**src/inc/scr_consts.svh**
```systemverilog
// Purpose: Constants of the scaler control and status register bank
// Assumes: Included by bare name from the design files, not from the package
// Notes:   Subaddresses, field positions, reset values, the write mask and serial bus constants
`ifndef SCR_CONSTS_SVH
`define SCR_CONSTS_SVH

// ****************************************************************
// Subaddresses
// ****************************************************************
`define SCR_SUB_CTRL    8'h88
`define SCR_SUB_STAT    8'h8f
`define SCR_SUB_TASK_A  8'h90
`define SCR_SUB_TASK_B  8'hc0

// ****************************************************************
// Global ADC port control fields
// ****************************************************************
`define SCR_CTRL_SEL_HI 7
`define SCR_CTRL_SEL_LO 6
`define SCR_CTRL_SRST   5
`define SCR_CTRL_MARK   4
`define SCR_CTRL_PS3    3
`define SCR_CTRL_PS1    1
`define SCR_CTRL_PS0    0
`define SCR_CTRL_RST    8'h00
`define SCR_CTRL_WMASK  8'hfb

// ****************************************************************
// Task handling fields
// ****************************************************************
`define SCR_TASK_POL    7
`define SCR_TASK_FIDSRC 6
`define SCR_TASK_SKP_HI 5
`define SCR_TASK_SKP_LO 3
`define SCR_TASK_EVT_HI 2
`define SCR_TASK_EVT_LO 0
`define SCR_TASK_RST    8'h00

// ****************************************************************
// Serial bus
// ****************************************************************
`define SCR_BIT_LAST    4'h8
`define SCR_SYNC_IDLE   3'h7

`endif

```
**src/inc/scr_pkg.sv**
```systemverilog
// Purpose: Types of the scaler control and status register bank
// Assumes: Nothing beyond the constants header
// Notes:   One-hot serial bus slave states
`default_nettype none

package scr_pkg;

  // ****************************************************************
  // Serial bus slave states
  // ****************************************************************
  typedef enum logic [8:0] {
    st_idle = 9'h001,
    st_addr = 9'h002,
    st_aack = 9'h004,
    st_sub  = 9'h008,
    st_sack = 9'h010,
    st_wdat = 9'h020,
    st_wack = 9'h040,
    st_rdat = 9'h080,
    st_rack = 9'h100
  } scr_i2c_state_type;

endpackage

`default_nettype wire

```
**src/inc/scr_task_if.sv**
```systemverilog
// Purpose: Link between the register bank and one task register set
// Assumes: Single clock domain, mclk
// Notes:   ctrl side is the register bank, task side the set itself
`default_nettype none

interface scr_task_if;
  logic       wr_stb;
  logic [7:0] wr_data;
  logic [7:0] cfg;
  logic       scaler_run;
  logic       task_request;
  logic       field_start;
  logic       input_field_id;
  logic       output_field_id;
  logic       task_flag;
  logic       sav_bit7;
  logic       task_go;

  modport ctrl (
    output wr_stb, wr_data, scaler_run, task_request, field_start, input_field_id,
    input  cfg, output_field_id, task_flag, sav_bit7, task_go
  );
  modport task_side (
    input  wr_stb, wr_data, scaler_run, task_request, field_start, input_field_id,
    output cfg, output_field_id, task_flag, sav_bit7, task_go
  );
endinterface

`default_nettype wire

```
**src/core/scr_regs.sv**
```systemverilog
// Purpose: Scaler control, status and task registers on a two-wire serial bus
// Assumes: 20 MHz mclk, bus clock well below a quarter of it
// Notes:   Subaddress auto-increments after each byte, in both directions
// Function
// - Marker bit clears to zero at reset
// - Marker bit echoed into status bit three
// - Soft reset bit low holds scaler idle
// - Soft reset bit high releases scaler path
// - Two-bit select routes one ADC to port
// - Three power-save bits at positions 3,1,0
// - Status register read-only, writes ignored
// - Status bit 7 shows expansion tristate pin
// - Status bit 6 shows image tristate pin
// - Status bit 5 shows FIFO almost filled
// - Status bit 4 shows FIFO overflow
// - Status bit 2 shows formatter rate error
// - Status bit 1 shows scaler input field
// - Status bit 0 shows scaler output field
// - Status sampled live at read time
// - Task sets A and B, same layout
// - Field ID from input or toggling flag
// - Polarity bit sets timing-byte bit 7, flag
// - Skip zero to seven fields before task
`default_nettype none
`include "scr_consts.svh"

module scr_regs
  import scr_pkg::*;
#(
  parameter logic [6:0] DEV_ADDR = 7'h21
)(
  input  wire logic       mclk,
  input  wire logic       rst_n,
  input  wire logic       ce,
  input  wire logic       scl_pin,
  input  wire logic       sda_pin_i,
  output logic            sda_pin_o,
  output logic            sda_pin_oe,
  input  wire logic [8:0] adc1_result,
  input  wire logic [8:0] adc2_result,
  input  wire logic [8:0] adc3_result,
  input  wire logic [8:0] adc4_result,
  output logic      [8:0] raw_converter_output_port,
  output logic            scaler_soft_reset_n,
  output logic            power_save_bit3,
  output logic            power_save_bit1,
  output logic            power_save_bit0,
  input  wire logic       expansion_tristate_pin,
  input  wire logic       image_tristate_pin,
  input  wire logic       fifo_almost_filled,
  input  wire logic       fifo_overflow,
  input  wire logic       formatter_error,
  input  wire logic       input_field_id,
  input  wire logic       active_set_b,
  input  wire logic       task_request,
  input  wire logic       field_start,
  output logic            output_field_id,
  output logic            task_flag,
  output logic            sav_bit7,
  output logic            task_go,
  output logic      [2:0] event_handler_mode
);

  // ****************************************************************
  // Declarations
  // ****************************************************************
  logic [2:0]        scl_sync_reg, scl_sync_next;
  logic [2:0]        sda_sync_reg, sda_sync_next;
  logic [1:0]        expansion_tristate_pin_sync_reg, expansion_tristate_pin_sync_next;
  logic [1:0]        image_tristate_pin_sync_reg, image_tristate_pin_sync_next;
  scr_i2c_state_type state_reg, state_next;
  logic [3:0]        bit_cnt_reg, bit_cnt_next;
  logic [7:0]        shift_reg, shift_next;
  logic [7:0]        tx_reg, tx_next;
  logic [7:0]        ptr_reg, ptr_next;
  logic              rw_reg, rw_next;
  logic              nack_reg, nack_next;
  logic              oe_reg, oe_next;
  logic [7:0]        ctrl_reg, ctrl_next;
  logic [8:0]        raw_reg, raw_next;
  logic              wr_stb;
  logic              scl_rise, scl_fall, start_det, stop_det;
  logic [7:0]        status_byte;
  logic [7:0]        rd_byte;
  logic              programmed_echo;

  scr_task_if tif_a ();
  scr_task_if tif_b ();

  // ****************************************************************
  // Pin synchronisers and bus conditions
  // ****************************************************************
  // Shift pins through two flops; third stage keeps the old level
  always_comb begin
    scl_sync_next  = {scl_sync_reg[1:0], scl_pin};
    sda_sync_next  = {sda_sync_reg[1:0], sda_pin_i};
    expansion_tristate_pin_sync_next = {expansion_tristate_pin_sync_reg[0], expansion_tristate_pin};
    image_tristate_pin_sync_next = {image_tristate_pin_sync_reg[0], image_tristate_pin};
  end

  // Register the synchronisers, bus idles high
  always_ff @(posedge mclk) begin
    if (!rst_n) begin
      scl_sync_reg  <= `SCR_SYNC_IDLE;
      sda_sync_reg  <= `SCR_SYNC_IDLE;
      expansion_tristate_pin_sync_reg <= 2'h0;
      image_tristate_pin_sync_reg <= 2'h0;
    end else if (ce) begin
      scl_sync_reg  <= scl_sync_next;
      sda_sync_reg  <= sda_sync_next;
      expansion_tristate_pin_sync_reg <= expansion_tristate_pin_sync_next;
      image_tristate_pin_sync_reg <= image_tristate_pin_sync_next;
    end
  end

  // Edges and start/stop from the second and third stages only
  assign scl_rise  = scl_sync_reg[1] & ~scl_sync_reg[2];
  assign scl_fall  = ~scl_sync_reg[1] & scl_sync_reg[2];
  assign start_det = scl_sync_reg[1] & scl_sync_reg[2] &
                     ~sda_sync_reg[1] & sda_sync_reg[2];
  assign stop_det  = scl_sync_reg[1] & scl_sync_reg[2] &
                     sda_sync_reg[1] & ~sda_sync_reg[2];

  // ****************************************************************
  // Status byte and read data
  // ****************************************************************
  // Marker echo straight from the control register
  assign programmed_echo = ctrl_reg[`SCR_CTRL_MARK];
  // Live levels, no capture, read when the byte is loaded
  assign status_byte = {expansion_tristate_pin_sync_reg[1], image_tristate_pin_sync_reg[1],
                        fifo_almost_filled, fifo_overflow,
                        programmed_echo, formatter_error,
                        input_field_id, output_field_id};

  // Read mux over the subaddress pointer; unmapped reads as zero
  always_comb begin
    if (ptr_reg == `SCR_SUB_CTRL) rd_byte = ctrl_reg;
    else if (ptr_reg == `SCR_SUB_STAT) rd_byte = status_byte;
    else if (ptr_reg == `SCR_SUB_TASK_A) rd_byte = tif_a.cfg;
    else if (ptr_reg == `SCR_SUB_TASK_B) rd_byte = tif_b.cfg;
    else rd_byte = 8'h00;
  end

  // ****************************************************************
  // Serial bus slave
  // ****************************************************************
  // Next state of the slave; start and stop win over bit traffic
  always_comb begin
    state_next   = state_reg;
    bit_cnt_next = bit_cnt_reg;
    shift_next   = shift_reg;
    tx_next      = tx_reg;
    ptr_next     = ptr_reg;
    rw_next      = rw_reg;
    nack_next    = nack_reg;
    oe_next      = oe_reg;
    wr_stb       = 1'b0;
    if (start_det) begin
      state_next   = st_addr;
      bit_cnt_next = 4'h0;
      oe_next      = 1'b0;
    end else if (stop_det) begin
      state_next = st_idle;
      oe_next    = 1'b0;
    end else if (scl_rise) begin
      case (state_reg)
        st_addr, st_sub, st_wdat: begin
          shift_next   = {shift_reg[6:0], sda_sync_reg[1]};
          bit_cnt_next = bit_cnt_reg + 4'h1;
        end
        st_rdat: bit_cnt_next = bit_cnt_reg + 4'h1;
        st_rack: nack_next = sda_sync_reg[1];
        default: ;
      endcase
    end else if (scl_fall) begin
      case (state_reg)
        st_addr: begin
          if (bit_cnt_reg == `SCR_BIT_LAST) begin
            if (shift_reg[7:1] == DEV_ADDR) begin
              rw_next    = shift_reg[0];
              oe_next    = 1'b1;
              state_next = st_aack;
            end else begin
              state_next = st_idle;
            end
          end
        end
        st_aack: begin
          bit_cnt_next = 4'h0;
          if (rw_reg) begin
            tx_next    = rd_byte;
            oe_next    = ~rd_byte[7];
            state_next = st_rdat;
          end else begin
            oe_next    = 1'b0;
            state_next = st_sub;
          end
        end
        st_sub: begin
          if (bit_cnt_reg == `SCR_BIT_LAST) begin
            ptr_next   = shift_reg;
            oe_next    = 1'b1;
            state_next = st_sack;
          end
        end
        st_sack, st_wack: begin
          if (state_reg == st_wack) begin
            ptr_next = ptr_reg + 8'h01;
          end
          oe_next      = 1'b0;
          bit_cnt_next = 4'h0;
          state_next   = st_wdat;
        end
        st_wdat: begin
          if (bit_cnt_reg == `SCR_BIT_LAST) begin
            wr_stb     = 1'b1;
            oe_next    = 1'b1;
            state_next = st_wack;
          end
        end
        st_rdat: begin
          if (bit_cnt_reg == `SCR_BIT_LAST) begin
            oe_next    = 1'b0;
            ptr_next   = ptr_reg + 8'h01;
            state_next = st_rack;
          end else begin
            tx_next = {tx_reg[6:0], 1'b0};
            oe_next = ~tx_reg[6];
          end
        end
        st_rack: begin
          if (nack_reg) begin
            state_next = st_idle;
          end else begin
            bit_cnt_next = 4'h0;
            tx_next      = rd_byte;
            oe_next      = ~rd_byte[7];
            state_next   = st_rdat;
          end
        end
        default: ;
      endcase
    end
  end

  // Register the slave
  always_ff @(posedge mclk) begin
    if (!rst_n) begin
      state_reg   <= st_idle;
      bit_cnt_reg <= 4'h0;
      shift_reg   <= 8'h00;
      tx_reg      <= 8'h00;
      ptr_reg     <= 8'h00;
      rw_reg      <= 1'b0;
      nack_reg    <= 1'b0;
      oe_reg      <= 1'b0;
    end else if (ce) begin
      state_reg   <= state_next;
      bit_cnt_reg <= bit_cnt_next;
      shift_reg   <= shift_next;
      tx_reg      <= tx_next;
      ptr_reg     <= ptr_next;
      rw_reg      <= rw_next;
      nack_reg    <= nack_next;
      oe_reg      <= oe_next;
    end
  end

  // Open-drain data pin: only ever pulls low
  assign sda_pin_o  = 1'b0;
  assign sda_pin_oe = oe_reg;

  // ****************************************************************
  // Global control register and raw converter port
  // ****************************************************************
  // Write decode; only the control subaddress loads it, status takes no write
  always_comb begin
    ctrl_next = ctrl_reg;
    if (wr_stb && ptr_reg == `SCR_SUB_CTRL) begin
      ctrl_next = shift_reg & `SCR_CTRL_WMASK;
    end
  end

  // Select one converter for the raw port
  always_comb begin
    case (ctrl_reg[`SCR_CTRL_SEL_HI:`SCR_CTRL_SEL_LO])
      2'h0:    raw_next = adc1_result;
      2'h1:    raw_next = adc2_result;
      2'h2:    raw_next = adc3_result;
      default: raw_next = adc4_result;
    endcase
  end

  // Register control and raw port; marker and soft reset clear here
  always_ff @(posedge mclk) begin
    if (!rst_n) begin
      ctrl_reg <= `SCR_CTRL_RST;
      raw_reg  <= 9'h000;
    end else if (ce) begin
      ctrl_reg <= ctrl_next;
      raw_reg  <= raw_next;
    end
  end

  assign raw_converter_output_port = raw_reg;
  assign scaler_soft_reset_n = ctrl_reg[`SCR_CTRL_SRST];
  assign power_save_bit3     = ctrl_reg[`SCR_CTRL_PS3];
  assign power_save_bit1     = ctrl_reg[`SCR_CTRL_PS1];
  assign power_save_bit0     = ctrl_reg[`SCR_CTRL_PS0];

  // ****************************************************************
  // Task register sets A and B
  // ****************************************************************
  // Writes by subaddress; the active set alone sees task requests
  assign tif_a.wr_stb         = wr_stb && (ptr_reg == `SCR_SUB_TASK_A);
  assign tif_b.wr_stb         = wr_stb && (ptr_reg == `SCR_SUB_TASK_B);
  assign tif_a.wr_data        = shift_reg;
  assign tif_b.wr_data        = shift_reg;
  assign tif_a.scaler_run     = scaler_soft_reset_n;
  assign tif_b.scaler_run     = scaler_soft_reset_n;
  assign tif_a.task_request   = task_request & ~active_set_b;
  assign tif_b.task_request   = task_request & active_set_b;
  assign tif_a.field_start    = field_start;
  assign tif_b.field_start    = field_start;
  assign tif_a.input_field_id = input_field_id;
  assign tif_b.input_field_id = input_field_id;

  scr_task_set u_set_a (.mclk (mclk), .rst_n (rst_n), .ce (ce), .t (tif_a));
  scr_task_set u_set_b (.mclk (mclk), .rst_n (rst_n), .ce (ce), .t (tif_b));
  // Outputs follow the active set, except task_go, which is the OR of both sets
  assign output_field_id = active_set_b ? tif_b.output_field_id : tif_a.output_field_id;
  assign task_flag       = active_set_b ? tif_b.task_flag : tif_a.task_flag;
  assign sav_bit7        = active_set_b ? tif_b.sav_bit7 : tif_a.sav_bit7;
  assign task_go         = tif_a.task_go | tif_b.task_go;
  assign event_handler_mode = active_set_b ?
                              tif_b.cfg[`SCR_TASK_EVT_HI:`SCR_TASK_EVT_LO] :
                              tif_a.cfg[`SCR_TASK_EVT_HI:`SCR_TASK_EVT_LO];

endmodule

`default_nettype wire

```
**src/core/scr_task_set.sv**
```systemverilog
// Purpose: One task handling register set with field skip and task flag
// Assumes: Strobes arrive from logic on mclk
// Notes:   Instantiated twice, for set A and set B
`default_nettype none
`include "scr_consts.svh"

module scr_task_set
  import scr_pkg::*;
(
  input  wire logic  mclk,
  input  wire logic  rst_n,
  input  wire logic  ce,
  scr_task_if.task_side t
);

  logic [7:0] cfg_reg,  cfg_next;
  logic       flag_reg, flag_next;
  logic [2:0] skip_reg, skip_next;
  logic       pend_reg, pend_next;
  logic       go_reg,   go_next;
  logic [2:0] skip_cfg;

  assign skip_cfg = cfg_reg[`SCR_TASK_SKP_HI:`SCR_TASK_SKP_LO];

  // ****************************************************************
  // Configuration, skip counter and task flag
  // ****************************************************************
  // Next values of the set
  always_comb begin
    cfg_next  = t.wr_stb ? t.wr_data : cfg_reg;
    flag_next = flag_reg;
    skip_next = skip_reg;
    pend_next = pend_reg;
    go_next   = 1'b0;
    if (!t.scaler_run) begin                // Idle while scaler held
      flag_next = 1'b0;
      skip_next = 3'h0;
      pend_next = 1'b0;
    end else if (t.task_request) begin
      if (skip_cfg == 3'h0) begin           // Direct execution
        go_next   = 1'b1;
        flag_next = ~flag_reg;              // Toggle per activation
      end else begin
        pend_next = 1'b1;
        skip_next = skip_cfg;               // Fields to skip
      end
    end else if (pend_reg && t.field_start) begin
      if (skip_reg == 3'h1) begin
        pend_next = 1'b0;
        skip_next = 3'h0;
        go_next   = 1'b1;
        flag_next = ~flag_reg;
      end else begin
        skip_next = skip_reg - 3'h1;
      end
    end
  end

  // Register the set
  always_ff @(posedge mclk) begin
    if (!rst_n) begin
      cfg_reg  <= `SCR_TASK_RST;
      flag_reg <= 1'b0;
      skip_reg <= 3'h0;
      pend_reg <= 1'b0;
      go_reg   <= 1'b0;
    end else if (ce) begin
      cfg_reg  <= cfg_next;
      flag_reg <= flag_next;
      skip_reg <= skip_next;
      pend_reg <= pend_next;
      go_reg   <= go_next;
    end
  end

  // Outputs with polarity and field ID source applied
  assign t.cfg       = cfg_reg;
  assign t.task_go   = go_reg;
  assign t.task_flag = flag_reg ^ cfg_reg[`SCR_TASK_POL];
  assign t.sav_bit7  = ~cfg_reg[`SCR_TASK_POL];
  assign t.output_field_id = cfg_reg[`SCR_TASK_FIDSRC] ?
                             (flag_reg ^ cfg_reg[`SCR_TASK_POL]) :
                             t.input_field_id;

endmodule

`default_nettype wire

```
**config.mk**
```make
export PLATFORM = sky130hd
export DESIGN_NAME = scr_regs
export DESIGN_NICKNAME = d
export VERILOG_FILES = /design/src/inc/scr_pkg.sv /design/src/inc/scr_task_if.sv /design/src/core/scr_regs.sv /design/src/core/scr_task_set.sv
export VERILOG_INCLUDE_DIRS = /design/src /design/src/inc
export SDC_FILE = /design/constraint.sdc
export NUM_CORES = 1
export LEC_CHECK = 0
export ABC_AREA = 0
export CORE_UTILIZATION = 27
export CTS_BUF_LIST = sky130_fd_sc_hd__clkbuf_16
export DETAILED_ROUTE_END_ITERATION = 8
export DONT_BUFFER_PORTS = 1
export HOLD_SLACK_MARGIN = 0.1
export PLACE_DENSITY_LB_ADDON = 0.1
export SETUP_SLACK_MARGIN = 0.5
export SYNTH_ARGS = -nofsm -noshare
export SYNTH_HDL_FRONTEND = slang
export SYNTH_SLANG_ARGS = --single-unit
```
**constraint.sdc**
```tcl
create_clock -name mclk -period 6.2 [get_ports mclk]
set_clock_uncertainty 0.15 [all_clocks]
set_input_delay 0.31 -clock mclk [delete_from_list [all_inputs] [get_ports mclk]]
set_output_delay 0.31 -clock mclk [all_outputs]
set_load 0.03 [all_outputs]
```
Word-level counts from Yosys, hierarchy flattened --
Index checks and enable logic that the tools add are counted.
Operators by class: add/sub/neg operators 4, equal/unequal tests 43, multiplexer cells 95, bitwise gates (word level) 26, reduce and logical (&&, ||, !) cells 37
Operator list (number):
- 8-bit 2-to-1 mux | 9
- 9-bit 2-to-1 mux | 8
- 9-bit case mux with 7 select lines | 1
- 1-bit 2-to-1 mux | 51
- 3-bit 2-to-1 mux | 12
- 8-bit == test (second input constant) | 4
- 4-bit inequality test (second input constant) | 7
- 9-bit case mux with 3 select lines | 1
- 4-bit 2-to-1 mux | 6
- 8-bit case mux with 3 select lines | 1
- 8-bit AND reduction | 3
- 7-bit 2-to-1 mux | 3
- 7-bit case mux with 3 select lines | 1
- 9-bit AND reduction | 2
- 4-bit AND reduction | 4
- 3-bit by 1-bit inequality test with 1-bit output (second input constant) | 5
- 2-bit inequality test (second input constant) | 7
- 1-bit NOT | 14
- 3-bit nonzero test | 4
- 5-bit AND reduction | 2
- 1-bit bitwise AND | 9
- 9-bit by 2-bit == test with 1-bit output (second input constant) | 1
- 9-bit by 3-bit == test with 1-bit output (second input constant) | 1
- 9-bit by 4-bit == test with 1-bit output (second input constant) | 1
- other kinds (32) | 48
Word-level totals: flip-flop bits (word level) 93, input port bits 50, logic and storage cells 229

Depth between registers and ports, before layout --
Gate-level depths: netlist of run 1.
word-level depth 12, depth in mapped cells 9

Modules after synthesis --
A second synthesis of run 1 with hierarchy kept.
Second synthesis, totals: cells, all modules 646, area total of the unflattened synthesis 5577.8 um^2
Modules (own cells, without submodules):
- scr_regs | times used 1, cells an instance 484, area each 4154.0 um^2, seq. area each 1301.2 um^2
- scr_task_set | times used 2, cells an instance 81, area each 711.9 um^2, seq. area each 280.3 um^2

Least setup slack after synthesis of run 1 --
No wires, ideal clock.
kind register to register, start register ptr_reg[0], end register u_set_a.cfg_reg[5] (netlist: u_set_a.t.cfg[5]), data arrival time 1.890 ns, slack 4.033 ns, cell stages (with the launch flop) 10, buffers on the path 1, cells stage by stage dfxtp_1 inv_1 ha_1 nand4bb_1 or2_2 clkbuf_1 nor4_2 nand2_2 mux2i_1 nor2_1
On the way: cells in the longest elaborated chain, start to end 3
RTL lines:
- start, declared | line scr_regs.sv:75 | logic [7:0] ptr_reg, ptr_next;
- start signal, assigned | line scr_regs.sv:262 | ptr_reg <= ptr_next;
- 8-bit == test (no source line)
- 1-bit logical AND | line scr_regs.sv:315 | assign tif_a.wr_stb = wr_stb && (ptr_reg == `SCR_SUB_TASK_A);
- 2-bit AND reduction (no source line)
- end signal, assigned | line scr_task_set.sv:62 | cfg_reg <= `SCR_TASK_RST;
- end signal, assigned | line scr_task_set.sv:68 | cfg_reg <= cfg_next;
- end, declared | line scr_task_set.sv:16 | logic [7:0] cfg_reg, cfg_next;
Every way passes these cells. A chain may end at the register's enable or synchronous reset.

Worst setup path after layout of run 1 --
start register state_reg[7], end register tx_reg[0]
On the way: cells in the longest elaborated chain, start to end 3, elaborated cells between the ends (all ways) 9, those cells by class 6 x eq/ne; 1 x mux; 2 x reduce/logical
RTL lines:
- start, declared | line scr_regs.sv:71 | scr_i2c_state_type state_reg, state_next;
- start signal, assigned | line scr_regs.sv:249 | state_reg <= st_idle;
- start signal, assigned | line scr_regs.sv:258 | state_reg <= state_next;
- 9-bit by 8-bit == test with 1-bit output, or another cell as far along | line scr_regs.sv:176 | case (state_reg)
- 2-bit inequality test (no source line) or 3-bit nonzero test (tied branches)
- 9-bit AND reduction (no source line)
- end signal, assigned | line scr_regs.sv:261 | tx_reg <= tx_next;
- end, declared | line scr_regs.sv:74 | logic [7:0] tx_reg, tx_next;
Parallel ways exist; a longest one is shown, timed or not.

==> results.json, run 1 <==
{
  "hp-start": "ce",
  "crit_buf_inv": 0,
  "cellLeakagePower_nw": 2.24,
  "critPathArrivalTime_ns": 2.94,
  "critPathMaxStageDelay_ns": 0.46,
  "vias_per_cell": 5.10,
  "p_seq_share_pct": 50.6,
  "syn_avg_cell_area_um2": 8.70,
  "antenna_found_initial": 0,
  "via_count": 4410,
  "numCtsBuffers": 9,
  "yosysWarnings": 0,
  "async_reset_ff_share_pct": 0,
  "path_max_fanout": 14,
  "die_h_um": 142,
  "cp-startpoint": "state_reg[7]",
  "final_area_um2": 5900,
  "drtIter0Drc": 307,
  "yosysUniqueCellTypes": 74,
  "syn_nets": 666,
  "cts-htree-levels": 3,
  "drive_gt1_share_pct": 9.45,
  "synth_seq_area_share_pct": 35.4,
  "internal_power_w": 0.000907,
  "num_rows": 50,
  "syn_inst": 605,
  "cp-end-kind": "flop",
  "r2r_end": "tx_reg[0]",
  "grt_pass1_vias": 4329,
  "clkLatencyLatePin_ns": 0.36,
  "setup_viol": 0,
  "num_io_pins": 72,
  "crit_chain": "nor3b_1, nand3_1, o21ai_0, nand3_1, or3_1, a21oi_1",
  "cts_setup_buffers": 0,
  "fmax_ghz": 0.356,
  "drt-total-wl_um": 15200,
  "final_max_slew_viol_count": 0,
  "rsz0062_at_grt": "false",
  "area_delta_synth_final_pct": 12.1,
  "power_density_nw_per_um2": 207,
  "initial_core_util_pct": 27.9,
  "tritoncts": "yes",
  "synth_edf_count": 0,
  "min_period_ns": 2.81,
  "synthFlopType": "dfxtp_1",
  "startpoint_type": "flop",
  "grt_pass1_wl_um": 24400,
  "cpLargestDelayFamily": "simple AND/OR/NAND/NOR gates",
  "clkPwrFrac_pct": 43.7,
  "finalHoldViolations": 0,
  "antenna_left": 0,
  "cp.required_ns": 6.33,
  "wire_per_inst_um": 17.6,
  "nNetsFinal": 659,
  "hold_buffers": 14,
  "hold_path.class": "in2reg",
  "crit_slowest_cell": "dfxtp_1",
  "remaining_drc_errors": 0,
  "ctsResizeCount": 0,
  "maxCapViolations": 0,
  "syn-cell-area_um2": 5260,
  "core-area_um2": 18900,
  "fp.dieW_um": 142,
  "place_area_um2": 5460,
  "firstDrtPassIters": 4,
  "crit_top_cell": "nand3_1",
  "outcome": "finished clean",
  "cts_sinks": 93,
  "ff2ff_path_depth": 6,
  "clk_pin_slew_ns": 0.07,
  "crit_type": "reg2reg",
  "slew_headroom_pct": 39.6,
  "min_path_cells": 4,
  "ys_seq_elements": 93,
  "gr-total-overflow": 0,
  "irDropWorstVdd_mv": 0.139,
  "grt_max_degree": 78,
  "p_sw_w": 0.000314,
  "worstMarginPinSlew_ns": 0.906,
  "max-clock-path-buffers": 2,
  "root_buffer": "clkbuf_16",
  "fin_crit_sh_pct": 45.3,
  "finalPower_w": 0.00122,
  "gp_congestion": 0.795,
  "grt_usage_pct": 16.0,
  "r2r_start": "state_reg[7]",
  "port_buffers": 0,
  "swShare_pct": 25.7,
  "p_comb_share_pct": 5.7,
  "final_util_pct": 31.2,
  "tns_ns": 0,
  "n_fill_cell": 2032,
  "whs_endpoint": "u_set_b.flag_reg",
  "die_area_um2": 20100,
  "place_hpwl_um": 10700,
  "r2r_slack_ns": 3.39
}
[cells in the mapped netlist (6+ instances only)]
master / number / area share (%)
a221oi_1: 7 / 1.2
nand2_1: 54 / 3.9
or3_1: 7 / 0.83
o21ai_0: 16 / 1.5
inv_1: 19 / 1.4
mux4_2: 9 / 3.9
ha_1: 11 / 2.6
o211ai_1: 8 / 1.1
a211oi_1: 6 / 0.86
a22oi_1: 11 / 1.6
clkbuf_1: 21 / 1.5
nor2_1: 80 / 5.7
dfxtp_1: 93 / 35
nand3_1: 21 / 2.0
and3_1: 8 / 0.95
nor3b_1: 6 / 0.86
nand4_1: 7 / 0.83
buf_2: 9 / 0.86
and2_1: 8 / 0.95
a21oi_1: 28 / 2.7
mux2i_1: 62 / 12
nor2b_1: 11 / 1.3
[worst register-to-register path, cell delays in order, from the launching register on]
cell and delay, ns:
dfxtp_1 0.46, nor3b_1 0.44, nand3_1 0.43, o21ai_0 0.29
nand3_1 0.36, or3_1 0.46, a21oi_1 0.15
[cell families (layout without fill, tap and decap cells)]
kind of cell / count (synthesis) / count (layout) / share of synthesized area [%]
xor gates and xnor gates: 6 / 6 / 0.999
DFF: 93 / 93 / 35.4
muxes: 74 / 74 / 16.3
and+or+nand+nor: 247 / 247 / 24.7
other: 1 / 2 / 0.0713
AOI/OAI and AO/OA: 119 / 119 / 15.9
adders and majority gates: 11 / 11 / 2.62
buffers and inverters: 54 / 52 / 4.14
[layer usage]
metal | vias up | GRT usage (%) | wire (µm)
met5 | - | 0 | 0
met4 | 0 | 4.81 | 227
met2 | 101 | 25.2 | 6790
met1 | 2108 | 21.2 | 7460
li1 | 2188 | - | -
met3 | 13 | 4.18 | 720
[cell usage in the layout (no fill, tap or decap), types with 12 or more instances in the layout]
master         Yosys  layout
dfxtp_1           93      93
nand2_1           54      54
a21oi_1           28      28
mux2i_1           62      62
dlygate4sd3_1      0      12
nand3_1           21      21
inv_1             19      18
nor2_1            80      80
o21ai_0           16      16
[through the flow]
step | setup WS [ns] | std cells | hold slack [ns]
floorplan | 4.03 | 605 | 0.278
global placement | 3.51 | 833 | 0.238
detailed placement | 3.44 | 833 | 0.242
CTS | 3.43 | 863 | 0.119
global route | 3.17 | 863 | 0.138
finish | 3.39 | 864 | 0.135
[layout make-up]
type / instances / area (µm²) / share of cell area (%)
Antenna cell: 1 / 2.50 / 0.0424
Clock buffer: 9 / 225 / 3.82
Clock inverter: 7 / 48.8 / 0.827
Inverter: 19 / 71.3 / 1.21
Multi-Input combinational cell: 458 / 3180 / 53.9
Sequential cell: 93 / 1860 / 31.6
Tap cell: 260 / 325 / 5.51
Timing Repair Buffer: 17 / 183 / 3.10
[worst max path at each step]
stage                                   to  slack (ns)  cells past startpoint
after global placement           tx_reg[0]        3.51                      6
after global routing             tx_reg[0]        3.17                      6
after detailed placement         tx_reg[0]        3.44                      6
final                            tx_reg[0]        3.39                      6
after floorplan           u_set_a.t.cfg[5]        4.03                      9
after CTS                        tx_reg[0]        3.43                      6
[power groups by stage]
stage	Sequential, W	Clock, W	Combinational [W]
global placement	0.000631	0	0.0000530
finish	0.000617	0.000534	0.0000694
global route	0.000618	0.000581	0.0000775
floorplan	0.000629	0	0.0000502
CTS	0.000617	0.000559	0.0000703
detailed placement	0.000631	0	0.0000535
Power figures use the tool's default switching activity.
==> run 2, diff against run 1 <==
==> constraint.sdc (replaced) <==
create_clock -name mclk -period 2.3 [get_ports mclk]
set_clock_uncertainty 0.15 [all_clocks]
set_input_delay 0.115 -clock mclk [delete_from_list [all_inputs] [get_ports mclk]]
set_output_delay 0.115 -clock mclk [all_outputs]
set_load 0.03 [all_outputs]
==> run 2 against run 1 <==
- total power increased to 2.9 times the previous value
- routed wire length rose by 14%
- first-iteration DRC count shrank 29%
- sequential share of layout area shrank 6.6 points
- register-to-register slack worse by 3.2 ns
- sequential cell count stayed put
- final cell count increased by 14%
- clock power grew to 3.0 times the previous value
- final area grew 30%
- global-route usage up 1.7 points
- non-clock buffer count grew 118
==> results.json, run 2 (synthesis gave the netlist of run 1 again) <==
{
  "layout_commonest_cell": "dfxtp_1",
  "tns_ns": 0,
  "drtIter0Drc": 218,
  "placed_cells": 869,
  "finalHoldViolations": 0,
  "slew_headroom_pct": 36.3,
  "grt_pass1_wl_um": 27200,
  "die_area_um2": 20100,
  "power_density_nw_per_um2": 460,
  "setup_viol": 0,
  "place_hpwl_um": 11400,
  "layout.cells.most_common_list": "dfxtp_1, nor2_1, mux2i_1",
  "ff2ff_path_depth": 7,
  "cellLeakagePower_nw": 3.00,
  "fmax_ghz": 0.464,
  "r2r_slack_ns": 0.14,
  "max-clock-path-buffers": 2,
  "crit_type": "reg2reg",
  "r2r_end": "sda_pin_oe",
  "critPathArrivalTime_ns": 2.29,
  "place_area_um2": 5910,
  "clk_pin_slew_ns": 0.07,
  "r2r_start": "state_reg[6]",
  "outcome": "finished clean",
  "die_h_um": 142,
  "final_max_slew_viol_count": 0,
  "grt_usage_pct": 17.7,
  "wire_per_inst_um": 17.7,
  "whs_endpoint": "u_set_a.t.task_go",
  "cts-htree-levels": 3,
  "min_path_cells": 4,
  "irDropWorstVdd_mv": 0.346,
  "n_fill_cell": 1906,
  "min_period_ns": 2.16,
  "drt-total-wl_um": 17300,
  "initial_core_util_pct": 27.9,
  "maxCapViolations": 0,
  "core-area_um2": 18900,
  "num_io_pins": 72,
  "worstMarginPinSlew_ns": 0.954,
  "rsz0062_at_grt": "true",
  "crit_slowest_cell": "or4b_1",
  "vias_per_cell": 5.01,
  "gp_congestion": 0.798,
  "n_antenna_cell": 0,
  "path_max_fanout": 6,
  "antenna_found_initial": 1,
  "grt_max_degree": 44,
  "tritoncts": "yes",
  "gr-total-overflow": 0,
  "firstDrtPassIters": 4,
  "grt_pass1_vias": 4942,
  "port_buffers": 0,
  "cp.required_ns": 2.43,
  "hold_path.class": "in2reg",
  "startpoint_type": "flop",
  "clkLatencyLatePin_ns": 0.35,
  "critPathMaxStageDelay_ns": 0.45,
  "hp-start": "field_start",
  "fp.dieW_um": 142,
  "via_count": 4918,
  "crit_chain": "or3b_4, o21ai_4, a221o_1, buf_4, nand4_1, or4b_1, o211ai_2",
  "root_buffer": "clkbuf_16",
  "num_rows": 50,
  "nNetsFinal": 778,
  "fin_cells": 982,
  "antenna_left": 0,
  "cp-end-kind": "flop",
  "fin_crit_sh_pct": 93.7,
  "final_area_um2": 7670,
  "cts_sinks": 93,
  "drive_gt1_share_pct": 33.1,
  "area_delta_synth_final_pct": 45.7,
  "numCtsBuffers": 9,
  "remaining_drc_errors": 0
}
## run 2: repair_timing
item | in CTS | in global routing
hold buffers | 56 | 0
setup buffers | 26 | 12
gates cloned | 1 | 2
pin swaps | 43 | 24
endpoints found under the hold margin | 54 | 0
endpoints found under the setup margin | 66 | 70
gates resized for setup | 97 | 41
## run 2: per-layer routing
metal	vias to the layer above	part of all wire, %	GRT usage [%]
met5	-	0.075	0
met4	2	1.7	5.32
met3	19	4.4	4.22
met2	95	48	30.1
met1	2379	46	22.0
li1	2423	-	-
## run 2: where the power goes
group          total (W)  internal, W  switching [W]
Sequential       0.00165      0.00162      0.0000347
Clock            0.00158     0.000860       0.000717
Combinational   0.000297     0.000151       0.000146
## run 2: worst max path at each step
stage	start	to	slack, ns	cells after the start
floorplan	state_reg[5]	sda_pin_oe	0.25	6
finish	state_reg[6]	sda_pin_oe	0.14	7
CTS	state_reg[6]	sda_pin_oe	0.17	6
global route	state_reg[6]	sda_pin_oe	0.06	7
global placement	bit_cnt_reg[0]	ptr_reg[5]	0.08	8
detailed placement	state_reg[7]	ptr_reg[1]	0.05	7
## run 2: cell type report
cell class                      instances  area (µm²)  share of cell area, %
Tap cell                              260         325                   4.24
Multi-Input combinational cell        459        3760                   49.1
Clock inverter                          7        80.1                   1.04
Inverter                               19        71.3                  0.930
Sequential cell                        93        1910                   24.9
Timing Repair Buffer                  135        1290                   16.8
Clock buffer                            9         225                   2.94
## run 2: worst max-delay path: cells and delay by family, from the launching register on
kind	cells	cell delay, ns
buffers and inverters	1	0.17
AO/OA/AOI/OAI	3	0.59
flip-flops	1	0.38
AND/OR/NAND/NOR	3	0.78
## run 2: stage by stage
stage          total power [W]  setup slack (ns)  hold slack (ns)  util (%)
6_report               0.00353             0.144            0.116      40.6
5_1_grt                0.00368            0.0637            0.130      40.6
4_1_cts                0.00356             0.167            0.102      39.2
3_5_place_dp           0.00186            0.0454           0.0476      31.3
3_3_place_gp           0.00186            0.0755           0.0457      31.3
2_1_floorplan          0.00184             0.246           0.0934         -
==> run 3, diff against run 2 <==
--- a/config.mk
+++ b/config.mk
@@ -7,12 +7,15 @@
 export NUM_CORES = 1
 export LEC_CHECK = 0
 export ABC_AREA = 0
+export CELL_PAD_IN_SITES_DETAIL_PLACEMENT = 1
+export CELL_PAD_IN_SITES_GLOBAL_PLACEMENT = 2
 export CORE_UTILIZATION = 27
 export CTS_BUF_LIST = sky130_fd_sc_hd__clkbuf_16
 export DETAILED_ROUTE_END_ITERATION = 8
 export DONT_BUFFER_PORTS = 1
 export HOLD_SLACK_MARGIN = 0.1
 export PLACE_DENSITY_LB_ADDON = 0.1
+export REMOVE_ABC_BUFFERS = 1
 export SETUP_SLACK_MARGIN = 0.5
 export SYNTH_ARGS = -nofsm -noshare
 export SYNTH_HDL_FRONTEND = slang
==> constraint.sdc (replaced) <==
create_clock -name mclk -period 2.1 [get_ports mclk]
set_clock_uncertainty 0.15 [all_clocks]
set_input_delay 0.105 -clock mclk [delete_from_list [all_inputs] [get_ports mclk]]
set_output_delay 0.105 -clock mclk [all_outputs]
set_load 0.03 [all_outputs]
==> run 3 against run 2 <==
- the run now ends with setup timing left
- via count up 6.8%
- global-route usage up 2.4 points
- routed wire length up 14%
- critical endpoint unchanged
==> results.json, run 3 (synthesis gave the netlist of run 1 again) <==
{
  "cp-startpoint": "state_reg[6]",
  "nNetsFinal": 837,
  "cts-htree-levels": 3,
  "numCtsBuffers": 9,
  "finalHoldViolations": 0,
  "num_io_pins": 72,
  "max-clock-path-buffers": 2,
  "min_path_cells": 3,
  "fin_ws_ns": -0.0645,
  "fin_crit_sh_pct": 103,
  "area_delta_synth_final_pct": 59.7,
  "remaining_drc_errors": 0,
  "tns_ns": -0.126,
  "via_count": 5250,
  "worstMarginPinSlew_ns": 0.643,
  "r2r_slack_ns": -0.06,
  "wire_per_inst_um": 19.1,
  "clk_pin_slew_ns": 0.07,
  "cts_sinks": 93,
  "seq_area_um2": 1910,
  "critPathArrivalTime_ns": 2.30,
  "drive_gt1_share_pct": 41.9,
  "place_hpwl_um": 13300,
  "layout.cells.most_common_list": "buf_4, nor2_1, dfxtp_1",
  "rsz0062_at_grt": "true",
  "crit_type": "reg2reg",
  "hp-start": "fifo_overflow",
  "drtIter0Drc": 153,
  "die_area_um2": 20100,
  "final_max_slew_viol_count": 0,
  "r2r_end": "sda_pin_oe",
  "port_buffers": 0,
  "die_h_um": 142,
  "root_buffer": "clkbuf_16",
  "power_density_nw_per_um2": 463,
  "place_area_um2": 6170,
  "firstDrtPassIters": 4,
  "whs_ns": 0.110,
  "outcome": "complete, but fails checks",
  "grt_pass1_vias": 5621,
  "gr-total-overflow": 0,
  "crit_chain": "or3b_4, o21ai_4, a221o_1, a21oi_1, or4b_4, o211ai_2",
  "whs_endpoint": "tx_reg[4]",
  "min_period_ns": 2.16,
  "grt_pass1_wl_um": 30800,
  "final_area_um2": 8410,
  "cellLeakagePower_nw": 3.36,
  "initial_core_util_pct": 27.9,
  "critPathMaxStageDelay_ns": 0.52,
  "layout_commonest_cell": "buf_4",
  "finalPower_w": 0.00389,
  "antenna_left": 0,
  "tritoncts": "yes",
  "fp.dieW_um": 142,
  "failed_checks": "setup timing",
  "hold_path.class": "in2reg",
  "slew_headroom_pct": 56.7,
  "drt-total-wl_um": 19800,
  "clkLatencyLatePin_ns": 0.35,
  "startpoint_type": "flop",
  "antenna_found_initial": 0,
  "num_rows": 50,
  "final_util_pct": 44.5,
  "setup_viol": 4,
  "fmax_ghz": 0.462,
  "multi_input_area_um2": 3900,
  "cp-end-kind": "flop",
  "r2r_start": "state_reg[6]",
  "n_fill_cell": 2103,
  "vias_per_cell": 5.04,
  "grt_max_degree": 34,
  "gp_congestion": 0.839,
  "crit_slowest_cell": "or4b_4",
  "n_antenna_cell": 0,
  "maxCapViolations": 0,
  "ff2ff_path_depth": 6,
  "core-area_um2": 18900,
  "cp.required_ns": 2.24,
  "path_max_fanout": 6,
  "irDropWorstVdd_mv": 0.363,
  "grt_usage_pct": 20.0
}
run 3: cell types whose count changed in the layout (fill, tap and decap cells not counted), moves of 4 or more:
| cell | previous run | this run |
|---|---|---|
| buf_12 | 4 | 11 |
| buf_4 | 58 | 97 |
| buf_6 | 18 | 32 |
| dfxtp_2 | 11 | 15 |
| dlygate4sd3_1 | 51 | 47 |
| o21ai_1 | 7 | 2 |
| o21ai_2 | 2 | 7 |
run 3: what timing repair did:
| item | 4_1_cts | 5_1_grt |
|---|---|---|
| endpoints found under the hold margin | 74 | 0 |
| pin swaps | 55 | 44 |
| hold buffers | 54 | 0 |
| setup buffers | 22 | 25 |
| resized for setup | 129 | 116 |
| cloned | 2 | 1 |
| setup endpoints to repair | 72 | 86 |
run 3: power by group:
part	leakage (nW)	internal, W	switching [W]
logic	2.46	0.000188	0.000178
registers	0.764	0.00177	0.0000391
clock network	0.145	0.000931	0.000785
total	3.36	0.00289	0.00100
run 3: how the worst max path moves through the flow:
stage	end	slack, ns	depth (start not counted)
after floorplan	state_reg[0]	-0.49	6
after global placement	sda_pin_oe	-0.17	6
after detailed placement	sda_pin_oe	-0.22	6
after CTS	sda_pin_oe	-0.04	8
after global routing	sda_pin_oe	-0.11	6
final	sda_pin_oe	-0.06	6
run 3: final cells by class:
type / count / share of cell area, %
multi-input cells: 458 / 46.4
well taps: 260 / 3.87
clock buffers: 9 / 2.68
inverters: 19 / 0.848
flip-flops and latches: 93 / 22.8
repair buffers: 195 / 22.5
clock inverters: 7 / 0.878
run 3: worst max-delay path, delay by kind of cell (launching register included):
family	cells	cell delay (ns)
compound gates	4	0.59
simple gates	2	0.94
flops	1	0.42
run 3: routing by layer:
layer  GRT usage, %  vias up  wire (µm)
met5              0        -          0
met4           6.96        0        361
met3           3.48       16        802
met2           35.5       86      10100
met1           24.3     2600       8570
li1               -     2548          -
run 3: through the flow:
step / setup WS [ns] / instances
floorplan: -0.495 / 570
global placement: -0.170 / 921
detailed placement: -0.218 / 921
CTS: -0.0407 / 1015
global route: -0.108 / 1041
finish: -0.0645 / 1041
